===== src/verilog/core_seq_pkg.sv =====
// Constants and types shared by the core regulator sequencer
package core_seq_pkg;

    // Clock rate and derived timing
    localparam int unsigned CLK_HZ           = 20_000_000;
    localparam int unsigned CLK_PERIOD_NS    = 50;
    localparam int unsigned START_DELAY_US   = 100;
    localparam int unsigned START_DELAY_CYC  = START_DELAY_US * 1000 / CLK_PERIOD_NS;
    localparam int unsigned PG_HOLD_US       = 20;
    localparam int unsigned PG_HOLD_CYC      = PG_HOLD_US * 1000 / CLK_PERIOD_NS;
    localparam int unsigned POWER_OK_OUT_DELAY_MS   = 7;
    localparam int unsigned POWER_OK_OUT_DELAY_CYC  = POWER_OK_OUT_DELAY_MS * (CLK_HZ / 1000);
    localparam int unsigned CNT_W            = 18;

    // Boot level as voltage code (1.2 V)
    localparam logic [6:0]  BOOT_CODE        = 7'h18;

    // Slew current selections
    localparam logic [1:0]  SLEW_OFF         = 2'h0;
    localparam logic [1:0]  SLEW_SLOW        = 2'h1;
    localparam logic [1:0]  SLEW_FAST        = 2'h2;

    // Status and mask bit positions
    localparam int unsigned ST_LATCH         = 0;
    localparam int unsigned ST_POWER_OK_OUT         = 1;
    localparam int unsigned ST_THERM         = 2;
    localparam int unsigned ST_W             = 3;

    // Register map
    localparam logic [3:0]  ADDR_CTRL        = 4'h0;
    localparam logic [3:0]  ADDR_STATUS      = 4'h4;
    localparam logic [3:0]  ADDR_MASK        = 4'h8;
    localparam logic [3:0]  ADDR_STATE       = 4'hC;
    localparam logic [ST_W-1:0] MASK_RESET   = 3'h0;

    typedef enum logic [2:0] {
        ST_OFF    = 3'b000,
        ST_DELAY  = 3'b001,
        ST_RAMP   = 3'b010,
        ST_ACTIVE = 3'b011,
        ST_GOOD   = 3'b100,
        ST_LATCHED = 3'b101
    } seq_state_type;

endpackage

===== src/verilog/core_regulator_sequencer.sv =====
// Start-up, mode and protection sequencer of a core regulator
`timescale 1ns/1ps
module core_regulator_sequencer
    import core_seq_pkg::*;
#(
    parameter int unsigned POWER_OK_OUT_CYC = POWER_OK_OUT_DELAY_CYC
) (
    // Clock and reset
    input  wire logic       ref_clk_i,
    input  wire logic       sys_rst_i,
    // Power management inputs
    input  wire logic       regulator_enable_in_i,
    input  wire logic       upstream_power_ok_in_i,
    input  wire logic       deeper_sleep_in_i,
    input  wire logic       sleep_wake_in_n_i,
    input  wire logic       forced_diode_emu_en_i,
    input  wire logic [6:0] voltage_code_i,
    // Analog status inputs
    input  wire logic       output_in_window_i,
    input  wire logic       thermistor_sense_hot_i,
    // Register port
    input  wire logic [3:0] reg_addr_i,
    input  wire logic [7:0] reg_wdata_i,
    input  wire logic       reg_wr_i,
    input  wire logic       reg_rd_i,
    output logic      [7:0] reg_rdata_o,
    output logic            irq_o,
    // Regulator control outputs
    output logic            regulate_o,
    output logic            continuous_conduction_o,
    output logic            diode_emulation_o,
    output logic            wide_hysteresis_o,
    output logic      [1:0] slew_sel_o,
    output logic      [6:0] target_code_o,
    output logic            clk_en_n_o,
    output logic            power_ok_out_o,
    output logic            thermal_alert_out_n_o,
    output logic            thermal_alert_oe_o
);

    seq_state_type          state;
    logic [CNT_W-1:0]       count;
    logic                   enable_q;
    logic [ST_W-1:0]        status;
    logic [ST_W-1:0]        mask;
    logic                   force_ccm;
    logic [ST_W-1:0]        events;

    wire enable_rise = regulator_enable_in_i & ~enable_q;
    wire in_startup  = (state == ST_DELAY) || (state == ST_RAMP);

    always_ff @(posedge ref_clk_i or posedge sys_rst_i) begin
        if (sys_rst_i) begin
            enable_q <= 1'b0;
        end else begin
            enable_q <= regulator_enable_in_i;
        end
    end

    // Sequencer state and its timer
    always_ff @(posedge ref_clk_i or posedge sys_rst_i) begin
        if (sys_rst_i) begin
            state <= ST_OFF;
            count <= '0;
        end else if (!regulator_enable_in_i) begin
            state <= ST_OFF;
            count <= '0;
        end else begin
            unique case (state)
                ST_OFF: begin
                    count <= '0;
                    if (enable_rise) begin
                        state <= ST_DELAY;
                    end
                end
                ST_DELAY: begin
                    if (count == CNT_W'(START_DELAY_CYC - 1)) begin
                        state <= ST_RAMP;
                        count <= '0;
                    end else begin
                        count <= count + 1'b1;
                    end
                end
                ST_RAMP: begin
                    if (!(output_in_window_i && upstream_power_ok_in_i)) begin
                        count <= '0;
                    end else if (count == CNT_W'(PG_HOLD_CYC - 1)) begin
                        state <= ST_ACTIVE;
                        count <= '0;
                    end else begin
                        count <= count + 1'b1;
                    end
                end
                ST_ACTIVE: begin
                    if (!upstream_power_ok_in_i) begin
                        state <= ST_LATCHED;
                    end else if (count == CNT_W'(POWER_OK_OUT_CYC - 1)) begin
                        state <= ST_GOOD;
                    end else begin
                        count <= count + 1'b1;
                    end
                end
                ST_GOOD: begin
                    if (!upstream_power_ok_in_i) begin
                        state <= ST_LATCHED;
                    end
                end
                ST_LATCHED: begin
                    state <= ST_LATCHED;
                end
                default: begin
                    state <= ST_OFF;
                end
            endcase
        end
    end

    // Start-up has handed over to normal regulation
    function automatic logic is_running(input seq_state_type s);
        return (s == ST_ACTIVE) || (s == ST_GOOD);
    endfunction

    // Boot settings hold from off through ramp and while latched
    function automatic logic holds_boot(input seq_state_type s);
        return (s == ST_OFF) || (s == ST_DELAY) || (s == ST_RAMP) || (s == ST_LATCHED);
    endfunction

    // Emulation request from the sleep and forced-emulation inputs
    function automatic logic wants_emulation(input logic deep,
                                             input logic wake_n,
                                             input logic forced);
        return deep || !wake_n || (forced && !wake_n);
    endfunction

    // Register write decode
    function automatic logic write_hit(input logic       wr,
                                       input logic [3:0] addr,
                                       input logic [3:0] target);
        return wr && (addr == target);
    endfunction

    // Regulation enable
    always_ff @(posedge ref_clk_i or posedge sys_rst_i) begin
        if (sys_rst_i) begin
            regulate_o <= 1'b0;
        end else begin
            regulate_o <= (state == ST_RAMP) || is_running(state);
        end
    end

    // Clock enable, active low
    always_ff @(posedge ref_clk_i or posedge sys_rst_i) begin
        if (sys_rst_i) begin
            clk_en_n_o <= 1'b1;
        end else begin
            clk_en_n_o <= !is_running(state);
        end
    end

    // Power good
    always_ff @(posedge ref_clk_i or posedge sys_rst_i) begin
        if (sys_rst_i) begin
            power_ok_out_o <= 1'b0;
        end else begin
            power_ok_out_o <= (state == ST_GOOD);
        end
    end

    // Conduction mode
    always_ff @(posedge ref_clk_i or posedge sys_rst_i) begin
        if (sys_rst_i) begin
            continuous_conduction_o <= 1'b1;
            diode_emulation_o       <= 1'b0;
            wide_hysteresis_o       <= 1'b0;
        end else if (holds_boot(state)) begin
            continuous_conduction_o <= 1'b1;
            diode_emulation_o       <= 1'b0;
            wide_hysteresis_o       <= 1'b0;
        end else begin
            continuous_conduction_o <= !wants_emulation(deeper_sleep_in_i,
                                                        sleep_wake_in_n_i,
                                                        forced_diode_emu_en_i);
            diode_emulation_o       <= wants_emulation(deeper_sleep_in_i,
                                                       sleep_wake_in_n_i,
                                                       forced_diode_emu_en_i);
            wide_hysteresis_o       <= forced_diode_emu_en_i && !sleep_wake_in_n_i;
        end
    end

    // Target voltage code
    always_ff @(posedge ref_clk_i or posedge sys_rst_i) begin
        if (sys_rst_i) begin
            target_code_o <= BOOT_CODE;
        end else if (holds_boot(state)) begin
            target_code_o <= BOOT_CODE;
        end else begin
            target_code_o <= voltage_code_i;
        end
    end

    // Slew current selection
    always_ff @(posedge ref_clk_i or posedge sys_rst_i) begin
        if (sys_rst_i) begin
            slew_sel_o <= SLEW_OFF;
        end else if (state == ST_RAMP) begin
            slew_sel_o <= SLEW_SLOW;
        end else if (holds_boot(state)) begin
            slew_sel_o <= SLEW_OFF;
        end else if (deeper_sleep_in_i) begin
            slew_sel_o <= SLEW_SLOW;
        end else begin
            slew_sel_o <= SLEW_FAST;
        end
    end

    // Thermal alert, open drain
    always_ff @(posedge ref_clk_i or posedge sys_rst_i) begin
        if (sys_rst_i) begin
            thermal_alert_out_n_o <= 1'b1;
            thermal_alert_oe_o    <= 1'b0;
        end else begin
            thermal_alert_out_n_o <= 1'b0;
            thermal_alert_oe_o    <= thermistor_sense_hot_i;
        end
    end

    logic [ST_W-1:0]        status_clear;

    assign force_ccm = in_startup;
    assign events = {thermistor_sense_hot_i,
                     (state == ST_ACTIVE) && (count == CNT_W'(POWER_OK_OUT_CYC - 1)),
                     is_running(state) && !upstream_power_ok_in_i && regulator_enable_in_i};
    assign status_clear = {ST_W{write_hit(reg_wr_i, reg_addr_i, ADDR_STATUS)}}
                          & reg_wdata_i[ST_W-1:0];

    // Sticky status, set wins over write-one-to-clear
    always_ff @(posedge ref_clk_i or posedge sys_rst_i) begin
        if (sys_rst_i) begin
            status <= '0;
        end else begin
            for (int i = 0; i < ST_W; i++) begin
                if (events[i]) begin
                    status[i] <= 1'b1;
                end else if (status_clear[i]) begin
                    status[i] <= 1'b0;
                end
            end
        end
    end

    // Interrupt mask
    always_ff @(posedge ref_clk_i or posedge sys_rst_i) begin
        if (sys_rst_i) begin
            mask <= MASK_RESET;
        end else if (write_hit(reg_wr_i, reg_addr_i, ADDR_MASK)) begin
            mask <= reg_wdata_i[ST_W-1:0];
        end
    end

    always_ff @(posedge ref_clk_i or posedge sys_rst_i) begin
        if (sys_rst_i) begin
            irq_o <= 1'b0;
        end else begin
            irq_o <= |(status & mask);
        end
    end

    // Register read port, data one cycle after the strobe
    always_ff @(posedge ref_clk_i or posedge sys_rst_i) begin
        if (sys_rst_i) begin
            reg_rdata_o <= 8'h00;
        end else if (reg_rd_i) begin
            unique case (reg_addr_i)
                ADDR_CTRL:   reg_rdata_o <= {6'h00, force_ccm, regulator_enable_in_i};
                ADDR_STATUS: reg_rdata_o <= {5'h00, status};
                ADDR_MASK:   reg_rdata_o <= {5'h00, mask};
                ADDR_STATE:  reg_rdata_o <= {5'h00, state};
                default:     reg_rdata_o <= 8'h00;
            endcase
        end else begin
            reg_rdata_o <= 8'h00;
        end
    end

endmodule


===== config.mk =====
export PLATFORM = sky130hd
export DESIGN_NAME = core_regulator_sequencer
export DESIGN_NICKNAME = d
export VERILOG_FILES = /design/src/verilog/core_seq_pkg.sv /design/src/verilog/core_regulator_sequencer.sv
export SDC_FILE = /design/constraint.sdc
export NUM_CORES = 1
export LEC_CHECK = 0
export ABC_AREA = 1
export BUFFER_PORTS_ARGS = -buffer_cell sky130_fd_sc_hd__buf_2
export CORE_MARGIN = 3
export CORE_UTILIZATION = 50
export DETAILED_ROUTE_END_ITERATION = 10
export MAX_ROUTING_LAYER = met4
export PLACE_DENSITY_LB_ADDON = 0.12
export SYNTH_ARGS = -nofsm -noshare
export SYNTH_HDL_FRONTEND = slang
export SYNTH_SLANG_ARGS = --single-unit

===== constraint.sdc =====
create_clock -name ref_clk_i -period 1.6 [get_ports ref_clk_i]
set_clock_uncertainty 0.15 [all_clocks]
set_input_delay 0.32 -clock ref_clk_i [delete_from_list [all_inputs] [get_ports ref_clk_i]]
set_output_delay 0.32 -clock ref_clk_i [all_outputs]
set_load 0.05 [all_outputs]

==> results by group, run 1 <==
Outcome
  – Outcome: finished with violations
  – Failing checks: negative setup slack

CTS
  – CTS tree: yes
  – Worst-path clk slew: 0.10 ns
  – Worst-case clock buffer depth: 2
  – Num CTS Buffers: 5
  – Root Buffer: clkbuf_8
  – Clk_lat worst skew: 0.31 ns
  – Sink Count: 49
  – H-tree levels: 2

GRT
  – Largest net degree at the start of global routing: 35
  – Gr ovfl total: 0
  – Vias in the first global route: 3110
  – Tot GR Track Use: 0.274
  – First-pass GRT wire length: 13.8 mm
  – Initial antenna violation count: 0

Setup path
  – CP Launch Point: count[0]
  – CP Cell Sequence: ha_4 > nand2_4 > inv_2 > nand2_4 > nor2_4 > nand2_2 > nand2_2 > nand3_4 > nand2_8 > nand2_8 > nand2_2 > nor2_2
  – R2R Path Start: count[0]
  – Worst Setup Start Kind: flop
  – Crit path to: count[7]
  – Buf/Inv on CP: 1
  – CP required: 1.66 ns
  – Crit path max-delay family: simple AND/OR/NAND/NOR gates
  – Critical path peak fanout: 5
  – Setup Crit Path Kind: reg2reg
  – Worst path slowest cell: dfrtp_1
  – Critical Path Stages: 12
  – Reg2Reg Depth: 12
  – Max stage delay on crit path: 0.41 ns
  – CP most frequent cell: nand2_2
  – Worst EP arrival: 1.89 ns
  – Internal reg-to-reg setup slack: -0.23 ns
  – CP endpoint kind: flop
  – Reg2reg end: count[7]

Job
  – Max_cap viols: 0

Placed design
  – # port buffers: 45
  – Gp weighted congestion: 0.976
  – HPWL Detailed: 5.71 mm
  – Placement Setup Slack: -0.356 ns

Logic synthesis
  – Dominant synthesized flop cell: dfrtp_1
  – Count leader, synth: nand2_1
  – Synth top area share: 0.383
  – Sequential share of the synthesized area: 0.429
  – Syn Inst Count: 410
  – Post-synth top area cell: dfrtp_1
  – EDFF count, synth: 0
  – Async set-reset flop share out of synthesis: 1.00
  – Area of the mapped netlist: 0.00287 mm2
  – Top cells by count, synth: nand2_1, nor2_1, inv_1
  – Synth Area per Inst: 7.00 um2
  – Synthesized flop and latch total: 49
  – Top cells by area, synth: dfrtp_1, nand2_1, nand3_1
  – Synth unique cells: 36
  – Syn. warnings: 0

Floorplanning
  – Die X: 81.8 um
  – Die height: 81.8 um
  – Rows: 26
  – Starting Density: 0.538
  – Top-Level Pins: 56
  – Die area: 0.00669 mm2
  – CORE AREA: 0.00534 mm2

Timing
  – Period utilization: 1.15
  – Final Setup Violations: 22
  – Max-slew violations: 0
  – Setup WS post-layout: -0.235 ns
  – Unrepaired setup endpoints after global routing: true
  – Tmin final: 1.83 ns
  – Hold Fails Final Rpt: 0
  – Fin Setup TNS: -4.15 ns
  – Fmax: 545 MHz

Finish
  – Antenna cells: 0
  – Area Overhead vs Synth: 49.0%
  – Util after Layout: 0.802
  – FILL cells: 379
  – Nets: 572
  – Ratio of cells with drive above 1 in the final layout: 0.417

Power and ir drop
  – Pleak: 2.25 nW
  – Peak supply drop: 0.747 mV
  – Power Total: 3.97 mW
  – Pwr Density: 927 mW/mm2

Drt
  – Final wirelength: 8.45 mm
  – Initial DRC count: 183
  – Antenna Nets Post-Route: 0
  – DRC Markers: 0
  – DR pass1 iterations: 6
  – Via density: 5.22
  – Vias: 3194
  – WL/cell: 13.8 um

Min path
  – Hold crit path type: in2reg
[state kept, by name (all words and copies together), names as in the netlist, 2 cells and up]
register / count
count: 18
mask: 3
reg_rdata_o: 3
slew_sel_o: 2
state: 3
status: 3
target_code_o: 7
[cell type report]
type	instances	area (um2)	share of cell area
Timing Repair Buffer	127	881	0.206
Inverter	59	233	0.0544
Tap cell	70	87.6	0.0205
Sequential cell	49	1230	0.288
Multi-Input combinational cell	299	1720	0.403
Clock inverter	2	37.5	0.00877
Clock buffer	6	82.6	0.0193
[per-stage QoR]
step	hold slack (ns)	instance area, um2	instances
after floorplan	0.201	2930	415
after global placement	0.230	3660	583
after detailed placement	0.233	3660	583
after CTS	0.0343	4140	609
after global routing	0.0268	4280	612
final	0.0388	4280	612
[per-layer routing]
layer,GRT usage,up-vias,routed length [um],part of all wire
met5,-,-,0,0
met2,0.480,135,4270,0.50
li1,-,1553,-,-
met1,0.310,1478,3330,0.39
met3,0.0461,28,586,0.069
met4,0.108,0,261,0.031
[worst min path at each step]
| stage | from | slack, ns | end | depth (start not counted) |
|---|---|---|---|---|
| 3_3_place_gp | sys_rst_i | 0.23 | target_code_o[1] | 3 |
| 5_1_grt | deeper_sleep_in_i | 0.03 | slew_sel_o[1] | 2 |
| 4_1_cts | deeper_sleep_in_i | 0.03 | slew_sel_o[1] | 2 |
| 2_1_floorplan | sys_rst_i | 0.20 | count[0] | 1 |
| 3_5_place_dp | sys_rst_i | 0.23 | target_code_o[0] | 3 |
| 6_report | deeper_sleep_in_i | 0.04 | slew_sel_o[1] | 2 |
[repair_timing]
item | CTS | global route
endpoints found under the hold margin | 45 | 0
setup buffers | 13 | 3
endpoints found under the setup margin | 21 | 23
gates resized for setup | 57 | 33
pin swaps | 23 | 10
cloned | 3 | 0
hold buffers | 2 | 0
[report_power, final]
group / switching [mW] / internal (mW) / leakage (nW)
Combinational: 1.04 / 0.491 / 1.55
Clock: 0.451 / 0.509 / 0.0574
Sequential: 0.0775 / 1.40 / 0.641
[logic make-up after synthesis]
kind of cell,Yosys count,synth area share
simple gates,262,0.407
xor+xnor,1,0.00305
other cells,1,0.00131
mux,1,0.00392
buf+inv,70,0.102
fa+ha+maj,1,0.00436
flops,49,0.429
compound gates,25,0.0492
[placed cells by master, fill, tap and decap left out, drive strengths merged]
cell         instances
buf                125
nand2              120
nor2                70
inv                 58
nand3               54
dfrtp               44
nand4               11
o21ai               10
a21oi                9
conb                 6
clkbuf               6
nor3                 6
dfstp                5
or2                  2
clkinvlp             2
dlygate4sd3          2
a21boi               1
nand3b               1
o22ai                1
a221oi               1
o221ai               1
xor2                 1
mux2                 1
o31ai                1
o21bai               1
nor4                 1
ha                   1
bufinv               1
No activity file was read; power rests on OpenSTA's default activity.
==> run 2, diff against run 1 <==
- MAX_ROUTING_LAYER: met4 -> default
==> run 2 against run 1 <==
Compared with the run above:
- clock-buffer cell count is 1 lower
- sequential share of layout area grew 0.72 points
- critical path depth down 2
- register-to-register slack better by 0.04 ns
- power fell by 4.3%
- highest routed layer unchanged
- the run still ends with negative setup slack left
- flip-flop and latch count unchanged
- global-route usage shrank 0.58 points
- die area is the same
- wire length down 0.20%
- design area shrank 2.3%
- via count fell by 1.6%
==> results by group, run 2 (synthesis gave the netlist of run 1 again) <==
Outcome
  – Outcome: finished with violations
  – Failing checks: negative setup slack

Drt
  – Antenna Nets Post-Route: 0 (unchanged)
  – WL/cell: 13.8 um (+0.13%)
  – Final wirelength: 8.43 mm (-0.20%)
  – Metal-1 WL: 3.50 mm (+5.1%)
  – Via density: 5.15 (-1.3%)
  – Uppermost layer routed: met4
  – Vias: 3143 (-1.6%)
  – Initial DRC count: 187 (+2.2%)
  – Met2 wire length: 4.31 mm (+1.1%)
  – WL met3: 434 um (-26%)
  – DR pass1 iterations: 5 (-1)
  – DRC Markers: 0 (unchanged)

GRT
  – First-pass GRT wire length: 13.9 mm (+0.80%)
  – Initial antenna violation count: 0 (unchanged)
  – Gr ovfl total: 0 (unchanged)
  – Largest net degree at the start of global routing: 18 (-49%)
  – Vias in the first global route: 3111 (+0.032%)
  – Tot GR Track Use: 0.268 (-0.00578)

Floorplanning
  – Starting Density: 0.538 (unchanged)
  – Top-Level Pins: 56 (unchanged)
  – Die area: 0.00669 mm2 (unchanged)
  – Die X: 81.8 um (unchanged)
  – Rows: 26 (unchanged)
  – Die height: 81.8 um (unchanged)
  – CORE AREA: 0.00534 mm2 (unchanged)

Min path
  – Hold endpoint: slew_sel_o[1]
  – Min-delay src: deeper_sleep_in_i
  – Hold Path Depth: 2 (unchanged)
  – Hold crit path type: in2reg

Setup path
  – CP required: 1.69 ns (+0.03 ns)
  – Reg2Reg Depth: 10 (-2)
  – Worst EP arrival: 1.89 ns (about the same)
  – Worst Setup Start Kind: flop
  – Critical path peak fanout: 4 (-1)
  – Internal reg-to-reg setup slack: -0.19 ns (+0.04 ns)
  – CP endpoint kind: flop
  – Setup Crit Path Kind: reg2reg
  – Reg2reg end: count[9]
  – R2R Path Start: count[1]

Job
  – Max_cap viols: 0 (unchanged)

Placed design
  – Area after DPL: 0.00366 mm2 (about the same)
  – # port buffers: 45 (unchanged)
  – HPWL Detailed: 6.02 mm (+5.5%)
  – Gp weighted congestion: 0.959 (-1.8%)

Timing
  – Hold Fails Final Rpt: 0 (unchanged)
  – Final Setup Violations: 21 (-4.5%)
  – Setup WS post-layout: -0.194 ns (+0.0413 ns)
  – Max-slew violations: 0 (unchanged)
  – Fin Setup TNS: -3.22 ns (+0.929 ns)
  – Fmax: 558 MHz (+2.3%)
  – Tmin final: 1.79 ns (-0.0413 ns)
  – Period utilization: 1.12 (-0.0258)
  – Unrepaired setup endpoints after global routing: true
  – Hold_ws: 0.0394 ns (+0.000551 ns)

Finish
  – FILL cells: 403 (+6.3%)
  – Finished Cell Area: 0.00418 mm2 (-2.3%)
  – Nets: 570 (-0.35%)
  – Max reg flops: 18 (unchanged)
  – Most frequent cells in the layout: nand2_1, buf_4, nor2_1
  – Antenna cells: 0 (unchanged)
  – Largest regs: count x18, target_code_o x7
  – Area Overhead vs Synth: 45.6%
  – Biggest register: count
  – Commonest non-fill, non-tap cell in the layout: nand2_1
  – Ratio of cells with drive above 1 in the final layout: 0.404 (-0.0133)

CTS
  – Num CTS Buffers: 5 (unchanged)
  – Clk_lat worst skew: 0.30 ns (about the same)
  – Worst-path clk slew: 0.09 ns (about the same)
  – CTS tree: yes
  – Root Buffer: clkbuf_8
  – Worst-case clock buffer depth: 2 (unchanged)
  – H-tree levels: 2 (unchanged)
  – Sink Count: 49 (unchanged)

Power and ir drop
  – Pwr Density: 907 mW/mm2 (-2.1%)
  – Pleak: 2.25 nW (-0.31%)
  – Peak supply drop: 0.570 mV (-24%)
-- run 2: changes by cell type in the layout (fill, tap and decap cells not counted), sizes merged --
cell / change
buf: -2
bufinv: -1
clkbuf: -1
clkinv: +1
inv: +1
-- run 2: worst max path at each step --
stage	end	slack, ns	cells past startpoint	start
detailed placement	count[8]	-0.33	12	count[1]
floorplan	count[7]	-0.1	11	count[0]
global placement	count[16]	-0.24	12	count[0]
CTS	count[8]	-0.20	12	count[0]
finish	count[9]	-0.19	10	count[1]
global route	count[9]	-0.33	10	count[1]
-- run 2: through the flow --
stage	total power, mW	util	setup WS (ns)	std cells
after floorplan	2.42	-	-0.0982	415
after global placement	2.85	0.686	-0.239	585
after detailed placement	2.87	0.686	-0.326	585
after CTS	3.72	0.754	-0.202	606
after global routing	4.03	0.784	-0.331	610
final	3.79	0.784	-0.194	610
-- run 2: critical path, cell delays in order, from the launching register on --
cell     delay (ns)
dfrtp_1        0.41
buf_4          0.15
nand2_1        0.06
nor2_2         0.12
nand3_2        0.18
buf_4          0.19
nand2_1        0.10
nand4_1        0.09
nand3_1        0.09
nand3_1        0.10
nand2_1        0.09
-- run 2: final cells by class --
class	count	area (um2)	area share
multi-input cells	299	1690	0.405
flip-flops and latches	49	1240	0.296
clock buffers	5	68.8	0.0165
well taps	70	87.6	0.0209
clock inverters	3	21.3	0.00509
repair buffers	125	842	0.201
inverters	59	233	0.0557
-- run 2: what timing repair did --
action | CTS | global route
pin swaps | 19 | 27
hold buffers | 2 | 0
endpoints found under the setup margin | 21 | 21
cloned | 2 | 1
hold endpoints to repair | 12 | 0
gates resized for setup | 42 | 36
buffers inserted | 9 | 4
-- run 2: report_power, final --
group	leakage [nW]	switching, mW	internal [mW]	total, mW
combinational	1.56	1.05	0.513	1.57
sequential	0.638	0.0730	1.40	1.47
clock	0.0445	0.443	0.311	0.755
total	2.25	1.57	2.23	3.79
-- run 2: layer usage --
layer  GRT usage  up-vias
met5           0        -
met4      0.0897        0
met1       0.320     1468
li1            -     1550
met2       0.485      108
met3      0.0428       17
